[src/pkg/atc_pkg.sv]
/*
 * Shared constants and carrier types for the conversion trigger and
 * sampling control block: register map, field layout, reset values,
 * trigger source codes and sequencer states.
 * Assumes one synchronous clock domain and a plain register port.
 */
package atc_pkg;

   // ----------------------------------------------------------------
   // Register map (byte addresses on the register port)
   // ----------------------------------------------------------------
   localparam logic [7:0]  ATC_ADDR_TRIG    = 8'h00;  // Trigger select
   localparam logic [7:0]  ATC_ADDR_SHC     = 8'h04;  // Sample-and-hold control
   localparam logic [7:0]  ATC_ADDR_MODE    = 8'h08;  // Sample-and-hold mode select
   localparam logic [7:0]  ATC_ADDR_CLKDIV  = 8'h0c;  // Conversion clock divider
   localparam logic [7:0]  ATC_ADDR_STATUS  = 8'h10;  // Sequencer status
   localparam logic [7:0]  ATC_ADDR_SSC     = 8'h80;  // First sampling state count
   localparam int          ATC_SSC_NUM      = 19;     // Counts: 0 to 15, L, T, O

   // ----------------------------------------------------------------
   // Field positions and writable masks
   // ----------------------------------------------------------------
   localparam int          ATC_TRIG_MAIN_LSB = 8;     // Main-group code [13:8]
   localparam int          ATC_TRIG_B_LSB    = 0;     // Group-B code [5:0]
   localparam logic [15:0] ATC_TRIG_MASK     = 16'h3f3f;
   localparam int          ATC_SHC_BYP_LSB   = 8;     // Bypass select [10:8]
   localparam logic [15:0] ATC_SHC_MASK      = 16'h07ff;
   localparam int          ATC_SH_CHANNELS   = 3;

   // ----------------------------------------------------------------
   // Reset values
   // ----------------------------------------------------------------
   localparam logic [15:0] ATC_TRIG_RESET   = 16'h3f3f; // No source in either group
   localparam logic [7:0]  ATC_SSC_RESET    = 8'h0b;    // 11 states
   localparam logic [10:0] ATC_SHC_RESET    = 11'h018;  // Bypass all, 24 states
   localparam logic [7:0]  ATC_SH_TIME_RESET = 8'h18;

   // ----------------------------------------------------------------
   // Trigger source codes
   // ----------------------------------------------------------------
   localparam logic [5:0] ATC_TRG_NONE     = 6'h3f;
   localparam logic [5:0] ATC_TRG_MFT0_A   = 6'h01;
   localparam logic [5:0] ATC_TRG_MFT1_A   = 6'h02;
   localparam logic [5:0] ATC_TRG_MFT2_A   = 6'h03;
   localparam logic [5:0] ATC_TRG_MFT3_A   = 6'h04;
   localparam logic [5:0] ATC_TRG_MFT4_A   = 6'h05;
   localparam logic [5:0] ATC_TRG_MFT6_A   = 6'h06;
   localparam logic [5:0] ATC_TRG_MFT7_A   = 6'h07;
   localparam logic [5:0] ATC_TRG_MFT0_E   = 6'h08;
   localparam logic [5:0] ATC_TRG_M4_CA    = 6'h09;
   localparam logic [5:0] ATC_TRG_M4_CB    = 6'h0a;
   localparam logic [5:0] ATC_TRG_M4_EITHER = 6'h0b;
   localparam logic [5:0] ATC_TRG_M4_BOTH  = 6'h0c;
   localparam logic [5:0] ATC_TRG_M7_CA    = 6'h0d;
   localparam logic [5:0] ATC_TRG_M7_CB    = 6'h0e;
   localparam logic [5:0] ATC_TRG_M7_EITHER = 6'h0f;
   localparam logic [5:0] ATC_TRG_M7_BOTH  = 6'h10;
   localparam logic [5:0] ATC_TRG_EBT0     = 6'h1d;
   localparam logic [5:0] ATC_TRG_EBT2     = 6'h1e;
   localparam logic [5:0] ATC_TRG_PTU_ANY  = 6'h1f;
   localparam logic [5:0] ATC_TRG_PTU0     = 6'h20;
   localparam logic [5:0] ATC_TRG_ELC      = 6'h30;

   // ----------------------------------------------------------------
   // Types
   // ----------------------------------------------------------------
   // Timer and event link strobes, one cycle each
   typedef struct packed {
      logic [7:0] mftGenA;     // Channel n general register A event
      logic       mft4Trough;  // Channel 4 complementary PWM trough
      logic       mft7Trough;  // Channel 7 complementary PWM trough
      logic       mft0GenE;    // Channel 0 general register E match
      logic       mft4CmpA;    // Channel 4 converter-start compare A
      logic       mft4CmpB;    // Channel 4 converter-start compare B
      logic       mft7CmpA;    // Channel 7 converter-start compare A
      logic       mft7CmpB;    // Channel 7 converter-start compare B
      logic       ebt0CmpA;    // Eight-bit timer 0 constant A match
      logic       ebt2CmpA;    // Eight-bit timer 2 constant A match
      logic [5:0] ptuGenA;     // Pulse unit channel n register A event
      logic       elcEvent;    // Event link controller output
   } atc_events_t;

   // Register port request
   typedef struct packed {
      logic [7:0]  addr;
      logic [15:0] wdata;
      logic        wr;
      logic        rd;
   } atc_bus_t;

   // Sampling sequencer states
   typedef enum logic [1:0] {
      ATC_SEQ_IDLE = 2'b00,
      ATC_SEQ_SH   = 2'b01,
      ATC_SEQ_CH   = 2'b10
   } atc_seq_t;

endpackage

[src/logic/atc_trigger_decode.sv]
/*
 * Trigger source decoder: turns a 6-bit source code and the timer and
 * event link strobes into one start hit for a scan group.
 * Assumes all strobes are synchronous one-cycle pulses.
 */
`timescale 1ns/10ps

module atc_trigger_decode (
   // Selection
   input  wire logic [5:0]          code,
   // Event strobes
   input  wire atc_pkg::atc_events_t events,
   // Result
   output logic                     hit
);

   // ----------------------------------------------------------------
   // Code to event mapping
   // ----------------------------------------------------------------
   always_comb begin
      case (code)
         atc_pkg::ATC_TRG_MFT0_A:    hit = events.mftGenA[0];
         atc_pkg::ATC_TRG_MFT1_A:    hit = events.mftGenA[1];
         atc_pkg::ATC_TRG_MFT2_A:    hit = events.mftGenA[2];
         atc_pkg::ATC_TRG_MFT3_A:    hit = events.mftGenA[3];
         atc_pkg::ATC_TRG_MFT4_A:    hit = events.mftGenA[4] | events.mft4Trough;
         atc_pkg::ATC_TRG_MFT6_A:    hit = events.mftGenA[6];
         atc_pkg::ATC_TRG_MFT7_A:    hit = events.mftGenA[7] | events.mft7Trough;
         atc_pkg::ATC_TRG_MFT0_E:    hit = events.mft0GenE;
         atc_pkg::ATC_TRG_M4_CA:     hit = events.mft4CmpA;
         atc_pkg::ATC_TRG_M4_CB:     hit = events.mft4CmpB;
         atc_pkg::ATC_TRG_M4_EITHER: hit = events.mft4CmpA | events.mft4CmpB;
         atc_pkg::ATC_TRG_M4_BOTH:   hit = events.mft4CmpA & events.mft4CmpB;
         atc_pkg::ATC_TRG_M7_CA:     hit = events.mft7CmpA;
         atc_pkg::ATC_TRG_M7_CB:     hit = events.mft7CmpB;
         atc_pkg::ATC_TRG_M7_EITHER: hit = events.mft7CmpA | events.mft7CmpB;
         atc_pkg::ATC_TRG_M7_BOTH:   hit = events.mft7CmpA & events.mft7CmpB;
         atc_pkg::ATC_TRG_EBT0:      hit = events.ebt0CmpA;
         atc_pkg::ATC_TRG_EBT2:      hit = events.ebt2CmpA;
         atc_pkg::ATC_TRG_PTU_ANY:   hit = |events.ptuGenA;
         atc_pkg::ATC_TRG_PTU0:      hit = events.ptuGenA[0];
         atc_pkg::ATC_TRG_ELC:       hit = events.elcEvent;
         // All-ones and unlisted codes select nothing
         default:                    hit = 1'b0;
      endcase
   end

endmodule

[src/logic/atc_control.sv]
/*
 * Conversion start trigger selection and sampling time control.
 * Holds the trigger codes of the main group and group B, the sampling
 * state counts, and the dedicated sample-and-hold settings, and runs a
 * sampling sequencer timed in conversion clock states.
 * Assumes a plain register port with read data one cycle after the
 * read strobe, and a converter core that supplies the channel index.
 */
// The strobed register port and the address map were left to the implementer.
// Overview of operation
// - Main trigger code in bits 13:8, ones none
// - Codes 1-7 pick timer channel register A
// - Codes 8-12 pick channel 0 E, channel 4
// - Codes 13-16 pick channel 7 compares
// - Codes 29-32 pick 8-bit timers, pulse unit
// - Code 48 picks the event link output
// - Group-B code in bits 5:0, same set
// - Sampling time is count times conversion clock
// - Sampling state counts reset to 11
// - Bits 10:8 use or bypass dedicated S/H
// - Bits 7:0 set dedicated S/H time, 4-255; code takes any value 0-255
// - Dedicated S/H time resets to 24
// - Mode bit 0 enables continuous sampling
`timescale 1ns/10ps

module atc_control (
   // Clock and reset
   input  wire logic                 clock,
   input  wire logic                 reset,
   // Register port
   input  wire atc_pkg::atc_bus_t    bus,
   output logic [15:0]               readData,
   // Trigger strobes from timers and event link
   input  wire atc_pkg::atc_events_t events,
   // Converter core side
   input  wire logic [4:0]           chanIdx,
   output logic                      scanStartMain,
   output logic                      scanStartB,
   output logic [2:0]                shTrack,
   output logic                      chanSampling,
   output logic                      samplingDone
);

   // ----------------------------------------------------------------
   // State
   // ----------------------------------------------------------------
   typedef struct packed {
      logic [15:0]                        trigSel;   // Both group codes
      logic [10:0]                        shCtrl;    // Bypass select and S/H time
      logic                               contEn;    // Continuous sampling
      logic [1:0]                         clkDiv;    // Conversion clock divider
      logic [atc_pkg::ATC_SSC_NUM-1:0][7:0] ssc;     // Sampling state counts
      logic [2:0]                         prescale;  // Conversion clock prescaler
      atc_pkg::atc_seq_t                  seq;       // Sequencer state
      logic [7:0]                         seqCount;  // States left in phase
      logic [1:0]                         start;     // Registered start pulses
      logic                               done;      // End of sampling pulse
      logic                               lastGroupB; // Group of the last scan
      logic [15:0]                        rdData;    // Read data register
   } atc_state_t;

   atc_state_t state_reg;    // Registered state
   atc_state_t state_next;   // Next state
   logic [1:0] groupHit;     // Decoded trigger per group
   logic       convTick;     // One conversion clock state elapsed
   logic [4:0] sscIdx;       // Channel index limited to the table
   logic [4:0] rdIdx;        // Sampling count index on the port
   logic       rdIdxValid;   // Port address lies on a count register

   // ----------------------------------------------------------------
   // Trigger decoders, one per scan group
   // ----------------------------------------------------------------
   for (genvar g = 0; g < 2; g++) begin : gDecode
      atc_trigger_decode uDecode (
         .code   (g == 0 ? state_reg.trigSel[atc_pkg::ATC_TRIG_MAIN_LSB +: 6]
                         : state_reg.trigSel[atc_pkg::ATC_TRIG_B_LSB +: 6]),
         .events (events),
         .hit    (groupHit[g])
      );
   end

   // ----------------------------------------------------------------
   // Helpers
   // ----------------------------------------------------------------
   // Divider: clock /1, /2, /4, /8 selected by clkDiv
   // Compare is >= so lowering the divider never stalls the tick
   assign convTick  = (state_reg.prescale >=
                       3'((4'h1 << state_reg.clkDiv) - 4'h1));
   assign sscIdx    = (chanIdx < 5'(atc_pkg::ATC_SSC_NUM)) ? chanIdx : 5'h00;
   assign rdIdx     = bus.addr[6:2];
   assign rdIdxValid = bus.addr[7] && (bus.addr[1:0] == 2'h0)
                       && (rdIdx < 5'(atc_pkg::ATC_SSC_NUM));

   // ----------------------------------------------------------------
   // Next state
   // ----------------------------------------------------------------
   // One pass computes every field's next value
   always_comb begin
      state_next       = state_reg;
      state_next.start = groupHit;
      state_next.done  = 1'b0;

      // Conversion clock prescaler
      if (convTick) begin
         state_next.prescale = 3'h0;
      end else begin
         state_next.prescale = state_reg.prescale + 3'h1;
      end

      // Register writes; reserved bits are dropped
      if (bus.wr) begin
         if (bus.addr == atc_pkg::ATC_ADDR_TRIG) begin
            state_next.trigSel = bus.wdata & atc_pkg::ATC_TRIG_MASK;
         end else if (bus.addr == atc_pkg::ATC_ADDR_SHC) begin
            state_next.shCtrl = bus.wdata[10:0];
         end else if (bus.addr == atc_pkg::ATC_ADDR_MODE) begin
            state_next.contEn = bus.wdata[0];
         end else if (bus.addr == atc_pkg::ATC_ADDR_CLKDIV) begin
            state_next.clkDiv = bus.wdata[1:0];
         end else if (rdIdxValid) begin
            state_next.ssc[rdIdx] = bus.wdata[7:0];
         end
      end

      // Register reads, answered in the next cycle
      state_next.rdData = 16'h0000;
      if (bus.rd) begin
         if (bus.addr == atc_pkg::ATC_ADDR_TRIG) begin
            state_next.rdData = state_reg.trigSel;
         end else if (bus.addr == atc_pkg::ATC_ADDR_SHC) begin
            state_next.rdData = {5'h00, state_reg.shCtrl};
         end else if (bus.addr == atc_pkg::ATC_ADDR_MODE) begin
            state_next.rdData = {15'h0000, state_reg.contEn};
         end else if (bus.addr == atc_pkg::ATC_ADDR_CLKDIV) begin
            state_next.rdData = {14'h0000, state_reg.clkDiv};
         end else if (bus.addr == atc_pkg::ATC_ADDR_STATUS) begin
            state_next.rdData = {5'h00, state_reg.lastGroupB, state_reg.seq,
                                 state_reg.seqCount};
         end else if (rdIdxValid) begin
            state_next.rdData = {8'h00, state_reg.ssc[rdIdx]};
         end
      end

      // Sampling sequencer
      case (state_reg.seq)
         atc_pkg::ATC_SEQ_IDLE: begin
            // A start while busy is ignored; main group wins a tie
            if (|state_reg.start) begin
               state_next.lastGroupB = !state_reg.start[0];
               if (|state_reg.shCtrl[10:8]) begin
                  state_next.seq      = atc_pkg::ATC_SEQ_SH;
                  state_next.seqCount = state_reg.shCtrl[7:0];
               end else begin
                  state_next.seq      = atc_pkg::ATC_SEQ_CH;
                  state_next.seqCount = state_reg.ssc[sscIdx];
               end
            end
         end
         atc_pkg::ATC_SEQ_SH: begin
            // Dedicated sample-and-hold phase
            if (convTick) begin
               if (state_reg.seqCount <= 8'h01) begin
                  state_next.seq      = atc_pkg::ATC_SEQ_CH;
                  state_next.seqCount = state_reg.ssc[sscIdx];
               end else begin
                  state_next.seqCount = state_reg.seqCount - 8'h01;
               end
            end
         end
         atc_pkg::ATC_SEQ_CH: begin
            // Analog input sampling phase
            if (convTick) begin
               if (state_reg.seqCount <= 8'h01) begin
                  state_next.seq      = atc_pkg::ATC_SEQ_IDLE;
                  state_next.seqCount = 8'h00;
                  state_next.done     = 1'b1;
               end else begin
                  state_next.seqCount = state_reg.seqCount - 8'h01;
               end
            end
         end
         default: begin
            state_next.seq = atc_pkg::ATC_SEQ_IDLE;
         end
      endcase
   end

   // ----------------------------------------------------------------
   // State register
   // ----------------------------------------------------------------
   // Reset loads the documented values, all else clears
   always_ff @(posedge clock) begin
      if (reset) begin
         state_reg          <= '0;
         state_reg.trigSel  <= atc_pkg::ATC_TRIG_RESET;
         state_reg.shCtrl   <= atc_pkg::ATC_SHC_RESET;
         state_reg.ssc      <= {atc_pkg::ATC_SSC_NUM{atc_pkg::ATC_SSC_RESET}};
         state_reg.seq      <= atc_pkg::ATC_SEQ_IDLE;
      end else begin
         state_reg <= state_next;
      end
   end

   // ----------------------------------------------------------------
   // Outputs
   // ----------------------------------------------------------------
   // Starts, done and read data come straight from flops
   assign readData      = state_reg.rdData;
   assign scanStartMain = state_reg.start[0];
   assign scanStartB    = state_reg.start[1];
   assign chanSampling  = (state_reg.seq == atc_pkg::ATC_SEQ_CH);
   assign samplingDone  = state_reg.done;
   // Dedicated circuits track in continuous mode or during their phase
   assign shTrack = state_reg.shCtrl[10:8]
                    & {3{state_reg.contEn || (state_reg.seq == atc_pkg::ATC_SEQ_SH)}};

   // ----------------------------------------------------------------
   // Checks
   // ----------------------------------------------------------------
   // ----------------------------------------------------------------
   // Trigger selection
   // ----------------------------------------------------------------
   // No source code: main start stays low
   AST_NONE_QUIET: assert property (
      @(posedge clock) disable iff (reset)
      (state_reg.trigSel[13:8] == atc_pkg::ATC_TRG_NONE) |=> !scanStartMain)
      else $error("main start with no source selected");

   // Channel 4 trough alone starts the main scan
   AST_MFT4_TROUGH: assert property (
      @(posedge clock) disable iff (reset)
      (state_reg.trigSel[13:8] == atc_pkg::ATC_TRG_MFT4_A && events.mft4Trough)
      |=> scanStartMain)
      else $error("channel 4 trough did not start main scan");

   // Both-compare code needs A and B together
   AST_M4_BOTH: assert property (
      @(posedge clock) disable iff (reset)
      (state_reg.trigSel[13:8] == atc_pkg::ATC_TRG_M4_BOTH)
      |=> (scanStartMain == $past(events.mft4CmpA && events.mft4CmpB)))
      else $error("channel 4 both-compare start wrong");

   // Either-compare code takes A or B
   AST_M7_EITHER: assert property (
      @(posedge clock) disable iff (reset)
      (state_reg.trigSel[5:0] == atc_pkg::ATC_TRG_M7_EITHER)
      |=> (scanStartB == $past(events.mft7CmpA || events.mft7CmpB)))
      else $error("channel 7 either-compare start wrong");

   // Any pulse unit channel starts the main scan
   AST_PTU_ANY: assert property (
      @(posedge clock) disable iff (reset)
      (state_reg.trigSel[13:8] == atc_pkg::ATC_TRG_PTU_ANY && |events.ptuGenA)
      |=> scanStartMain)
      else $error("pulse unit event did not start main scan");

   // Event link starts group B
   AST_ELC_B: assert property (
      @(posedge clock) disable iff (reset)
      (state_reg.trigSel[5:0] == atc_pkg::ATC_TRG_ELC && events.elcEvent)
      |=> scanStartB)
      else $error("event link did not start group B scan");

   // ----------------------------------------------------------------
   // Reset values, registers and sequencer
   // ----------------------------------------------------------------
   // First and last counts hold their reset value as reset ends
   AST_SSC_RESET: assert property (
      @(posedge clock)
      $fell(reset) |-> (state_reg.ssc[0] == atc_pkg::ATC_SSC_RESET
                        && state_reg.ssc[atc_pkg::ATC_SSC_NUM-1] == atc_pkg::ATC_SSC_RESET))
      else $error("sampling count reset value wrong");

   // Hold time holds its reset value as reset ends
   AST_SH_RESET: assert property (
      @(posedge clock)
      $fell(reset) |-> (state_reg.shCtrl[7:0] == atc_pkg::ATC_SH_TIME_RESET))
      else $error("sample-and-hold time reset value wrong");

   // Reserved control bits read zero
   AST_SHC_RSVD: assert property (
      @(posedge clock) disable iff (reset)
      $past(bus.rd && bus.addr == atc_pkg::ATC_ADDR_SHC) |-> (readData[15:11] == 5'h00))
      else $error("reserved control bits read nonzero");

   // Setting the mode bit makes the used circuits track
   AST_CONT_TRACK: assert property (
      @(posedge clock) disable iff (reset)
      (bus.wr && bus.addr == atc_pkg::ATC_ADDR_MODE && bus.wdata[0])
      |=> (shTrack == state_reg.shCtrl[10:8]))
      else $error("continuous sampling not tracking");

   // Last channel state ends sampling with one done pulse
   AST_CH_END: assert property (
      @(posedge clock) disable iff (reset)
      (chanSampling && convTick && state_reg.seqCount == 8'h01)
      |=> (samplingDone && !chanSampling))
      else $error("channel sampling did not end on last state");

endmodule

[config.mk]
export PLATFORM = sky130hd
export DESIGN_NAME = atc_control
export DESIGN_NICKNAME = d
export VERILOG_FILES = /design/src/pkg/atc_pkg.sv /design/src/logic/atc_trigger_decode.sv /design/src/logic/atc_control.sv
export SDC_FILE = /design/constraint.sdc
export NUM_CORES = 1
export LEC_CHECK = 0
export ABC_AREA = 1
export BUFFER_PORTS_ARGS = -buffer_cell sky130_fd_sc_hd__buf_4
export CAP_MARGIN = 0
export CORE_MARGIN = 2
export CORE_UTILIZATION = 33
export CTS_BUF_LIST = sky130_fd_sc_hd__clkbuf_8 sky130_fd_sc_hd__clkbuf_16
export DETAILED_ROUTE_END_ITERATION = 8
export HOLD_SLACK_MARGIN = 0.02
export PLACE_DENSITY = 0.5
export SYNTH_ARGS = -nofsm -noshare
export SYNTH_HDL_FRONTEND = slang
export SYNTH_SLANG_ARGS = --single-unit
[constraint.sdc]
create_clock -name clock -period 4.3 [get_ports clock]
set_clock_uncertainty 0.2 [all_clocks]
set_input_delay 1.075 -clock clock [delete_from_list [all_inputs] [get_ports clock]]
set_output_delay 1.075 -clock clock [all_outputs]
set_load 0.005 [all_outputs]
After elaboration in Yosys (flattened, before gate mapping). Index checks and enable logic that the tools add are counted.

Register bits after elaboration: 211. Bits of input ports: 57. Output and inout port bits: 23. Word-level logic and storage cells: 162.

$add $sub $neg: 3. Magnitude comparators: 7. Eq/ne operators: 53. Shift-type cells: 1. Mux-type cells: 27. Bitwise operators: 14. Reductions and logical operators: 25.

Operators with widths (number): 152-bit bitwise mux (1); 6-bit by 4-bit == test with 1-bit output, second input constant (16); 8-bit binary-select mux with 5-bit select (2); 6-bit by 3-bit == test with 1-bit output, second input constant (8); 6-bit by 5-bit == test with 1-bit output, second input constant (8); 8-bit two-way mux (6); 11-bit two-way mux (4); 1-bit case mux with 21 select lines (2); 8-bit demux with 5-bit select (1); 10-bit two-way mux (4); 6-bit by 2-bit == test with 1-bit output, second input constant (4); 6-bit == test, second input constant (4); 8-bit case mux with 3 select lines (1); 8-bit by 4-bit == test with 1-bit output, second input constant (2); 14-bit two-way mux (1); 6-bit by 1-bit == test with 1-bit output, second input constant (2); 5-bit by 6-bit < comparator with 1-bit output, second input constant (2); 5-bit < comparator, second input constant (2); 5-bit AND reduction (2); 3-bit OR reduction (3); 8-bit by 3-bit == test with 1-bit output, second input constant (1); 8-bit by 5-bit == test with 1-bit output, second input constant (1); 8-bit by 1-bit less-or-equal comparator with 1-bit output, second input constant (1); 8-bit zero test (1); 30 further kinds (51).

Depth between registers and ports, before layout.
Depth in word-level cells: 9. Gate-level depth with buffers: 17. Mapped depth without buffers: 14.

By module. From an unflattened synthesis, not the netlist that was laid out.

Cells, all modules: 1785. Area total of the unflattened synthesis: 12159.2 um2.

Modules (own cells, without submodules): atc_control (instances 1, cells an instance 1611, area an instance 11380.9 um2, sequential area each 4184.0 um2); atc_trigger_decode (instances 2, cells an instance 87, area an instance 389.1 um2, sequential area each 0.0 um2).

Least setup slack after synthesis. OpenSTA, ideal clock, no wires.

Kind: in2reg. Start: input chanIdx[2]. End: register state_reg[26] (netlist name). Library setup time: 0.120 ns. Arrival: 2.425 ns. Data required time: 3.980 ns. Setup slack: 1.555 ns. Stages on the path: 14. Path buffers: 2. Cell sequence: buf_2 -> nor2_4 -> nand2_2 -> nand2_4 -> nand2_2 -> inv_2 -> buf_2 -> nand3_1 -> nand3_1 -> nand3_1 -> nand3_1 -> nand3_1 -> a21oi_1 -> a21oi_1.

Longest elaborated chain between the ends: 7. Elaborated cells between the ends (all ways): 9. Classes of those cells: 1 x order compare; 8 x mux.

RTL lines: from (decl) (RTL line atc_control.sv:36) `input wire logic [4:0] chanIdx,`; 5-bit < comparator (RTL line atc_control.sv:89) `assign sscIdx = (chanIdx < 5'(atc_pkg::ATC_SSC_NUM)) ? chanIdx : 5'h00;`; 5-bit two-way mux (*) (RTL line atc_control.sv:89); 8-bit binary-select mux with 5-bit select (*) (RTL line atc_control.sv:155, atc_control.sv:164); 8-bit two-way mux (not written as such) (*) (RTL line atc_control.sv:155, atc_control.sv:164); 8-bit two-way mux or 10-bit two-way mux (tied branches) (RTL line atc_control.sv:162, atc_control.sv:150); 10-bit two-way mux, on equally long branches (RTL line atc_control.sv:161, atc_control.sv:148); 8-bit case mux with 3 select lines (*) (RTL line atc_control.sv:145) `case (state_reg.seq)`; to (signal assigned) (RTL line atc_control.sv:200) `state_reg <= state_next;`; to (decl) (RTL line atc_control.sv:62) `atc_state_t state_reg;`.

Every way passes the cells marked *; elsewhere a longest branch is shown, timed or not. The select of a mux whose other input is x is not followed. A chain may end at the register's enable or synchronous reset.

Worst setup path after layout.
Start: input bus[22] (netlist name). End: register state_reg[140] (netlist name).

Longest elaborated chain between the ends: 5. Elaborated cells between the ends (all ways): 17. Classes of those cells: 3 x order compare; 3 x eq/ne; 3 x mux; 4 x bitwise; 4 x reduce/logical.

RTL lines: from (decl) (RTL line atc_control.sv:31) `input wire atc_pkg::atc_bus_t bus,`; 5-bit by 6-bit < comparator with 1-bit output (not written as such) or 5-bit by 1-bit greater-or-equal comparator with 1-bit output (tied branches) (RTL line atc_control.sv:121) `state_next.ssc[rdIdx] = bus.wdata[7:0];`; 1-bit logical AND (not written as such) (RTL line atc_control.sv:121); 8-bit two-way mux (not written as such) (RTL line atc_control.sv:121); 8-bit demux with 5-bit select (RTL line atc_control.sv:121); 152-bit bitwise mux (RTL line atc_control.sv:121).

Several ways; a longest one is shown, not always the timed one.

==> summary.md <==
| Metric | Value |
|---|---|
| Hold Buf Count CTS | 0 |
| Post-placement worst setup slack | 0.5569 ns |
| Post-synth top cells | 315 x nand2_1, 209 x dfxtp_1, 178 x nand3_1 |
| Hold Crit Class | reg -> reg |
| Tightest Pin Transition | 0.8335 ns |
| Crit path max-delay cell type | nor2_2 |
| Slew Viols, Final | 0 |
| Sink Count | 209 |
| Post-synth top area share | 0.3657 |
| Flops & latches, synth | 209 |
| Worst r2r path cells | 12 |
| Fin worst setup slack | 1.046 ns |
| Via count | 11,809 |
| Inst Count DP | 2,106 |
| Status | finished clean |
| Tcrit/Tclk final | 0.7567 |
| Setup-failing EPs final | 0 |
| Crit-path cells | buf_4, nor2_1, inv_1, o21ai_1, nand3_2, nor2_4, inv_2, nor2_1, inv_2, nor2_2, inv_1, nand2_1, o211ai_1 |
| Initial Util | 0.3329 |
| Nets | 1,744 |
| Crit path max fanout | 11 |
| # IOs | 80 |
| Clock transition at the registers of the reported paths | 0.06 ns |
| Tmin final | 3.254 ns |
| # Max-Cap Violations | 0 |
| Layout cells sized above 1 | 0.1167 |
| Yosys cell types | 51 |
| Hold path depth | 1 |
| Wire length on met1 | 19,940 um |
| Pin count of the biggest net entering global routing | 171 |
| Post-Layout Cell Count | 2,152 |
| Buffers on Ports | 74 |
| WL final | 43,150 um |
| Crit path DAT | 3.43 ns |
| CTS Buffer Depth | 3 |
| WP data required | 4.48 ns |
| Post-synth ARST share | 0 |
| Placed Area | 12,230 sq um |
| Worst path bufs/invs | 5 |
| Core box area | 34,370 sq um |
| Antenna Cells | 0 |
| Cells after synthesis | 1,664 |
| Cell taking the most area after synthesis | dfxtp_1 |
| Hold Violations, Final | 0 |
| Antenna violations before repair | 0 |
| Hold slack | 0.2488 ns |
| Power per Cell Area | 388.6 nW/um^2 |
| Post-CTS Setup Bufs | 0 |
| Total congestion overflow | 0 |
| Yosys warnings | 0 |
| Crit Path Class | in -> reg |
| CP endpoint kind | flop |
| Num CTS Buffers | 25 |
| Main synth FF type | dfxtp_1 |
| Setup_tns | 0 ns |
| DRT iter0 DRCs | 1,258 |
| Hpwl dp | 30,130 um |
| Wire length per cell | 20.05 um |
| Max reg flops | 192 |
| Synth-to-layout area growth | 14.93% |
| Post-route ant nets | 0 |
| GRT Overall Usage | 0.2351 |
| H-tree levels | 1 |
| Drt first pass iters | 5 |
| Worst setup SP type | input pin |
| Slew Limit Headroom | 0.4409 |
| Met2 wire len | 19,450 um |
| Post-Synthesis Cell Area | 11,440 sq um |
| Count leader, synth | nand2_1 |
| Number of remaining DRC errors | 0 |
| Max VDD drop | 337.2 uV |
| Chip height | 190.2 um |
| Leakage | 5.655 nW |
| Final Wtd Congestion | 0.8745 |
| Unrepaired setup endpoints after global routing | no |
| Post-synth EDFFs | 0 |
| Vias in the first global route | 11,020 |
| Met3 WL post-DR | 2529 um |
| Via density | 5.487 |
| TritonCTS clock tree | done |
| Post-CTS sizing | 0 |
| Chip Width | 190.2 um |
| CP peak stage delay | 0.44 ns |
| Ranking of synthesized cells by area | dfxtp_1 37%, nand2_1 10%, nand3_1 7.8% |
| Syn avg cell area | 6.876 sq um |
| Top routing layer used | met4 |
| Fmax | 307.3 MHz |
| First-pass GRT wire length | 66,160 um |
| Final instance area | 13,150 sq um |
| Die area | 36,180 sq um |
| Clk_lat worst skew | 0.53 ns |
| Clock root buffer | clkbuf_16 |
| Rows | 68 |
| Delay-heaviest family, CP | simple AND/OR/NAND/NOR gates |
| Cell count along the critical path | 13 |
| Sequential fraction of the synthesis area | 0.3657 |
[cells in the final DEF, fill, tap and decap left out, types with 9 or more instances in the layout]
master     count
o21ai_1       19
o2111ai_1     13
nand3_1      178
a22oi_1       51
dfxtp_1      209
clkbuf_16     25
a21oi_1      168
o211ai_1      56
nand2_1      315
inv_1        129
nor2_1        88
o21ai_0      169
nor2_2        15
buf_4        101
inv_2         12
ha_1           9
clkbuf_8       9
nor3_1        18
nor4_1        11
[area by class of cell]
| type | instances | area, sq um |
|---|---|---|
| clock buffers | 34 | 749.5 |
| inverters | 145 | 546.8 |
| multi-input cells | 1193 | 6116 |
| fillers | 3693 | 21220 |
| repair buffers | 104 | 818.3 |
| clock inverters | 12 | 166.4 |
| well taps | 455 | 569.3 |
| flip-flops and latches | 209 | 4184 |
[layer usage]
layer  track usage  vias to the layer above
met5             0                        -
met4       0.06708                        0
met3       0.02712                       71
met2        0.3758                      370
met1        0.3331                     5596
li1              -                     5772
[through the flow]
stage | total power [mW] | util
after floorplan | 2.549 | -
after global placement | 2.817 | 0.3559
after detailed placement | 2.816 | 0.3559
after CTS | 5.134 | 0.3826
after global routing | 5.306 | 0.3826
final | 5.110 | 0.3826
[kinds of logic (layout without fill, tap and decap cells)]
logic type      after synthesis  count (layout)  share of synthesized area
simple gates                658             658                     0.2552
flops                       209             209                     0.3657
buf+inv                     263             295                     0.1010
fa+ha+maj                     9               9                   0.009842
xor+xnor                      3               3                   0.002297
compound gates              521             521                     0.2656
other cells                   1               2                  0.0003277
[worst reg2reg max path, delay by kind of cell, from the launching register on]
family                   cells  cell delay (ns)
adder cells (fa/ha/maj)      1             0.30
AND/OR/NAND/NOR              2             0.17
buffers and inverters        2             0.42
flip-flops                   1             0.36
AO/OA/AOI/OAI                7             1.29
[power by group]
part           total (mW)  switching, mW  leakage [nW]  internal (mW)
sequential           2.00         0.0284          1.69           1.97
clock                2.32          0.868         0.457           1.45
combinational       0.792          0.553          3.51          0.239
total                5.11           1.45          5.65           3.66
[worst paths after layout]
kind | startpoint | endpoint | slack [ns]
max | bus[22] | state_reg[140] | 1.05
min | state_reg[30] | state_reg[30] | 0.25
max reg2reg | state_reg[186] | state_reg[27] | 1.43
min reg2reg | state_reg[30] | state_reg[30] | 0.25
(Power assumes the default switching activity.)
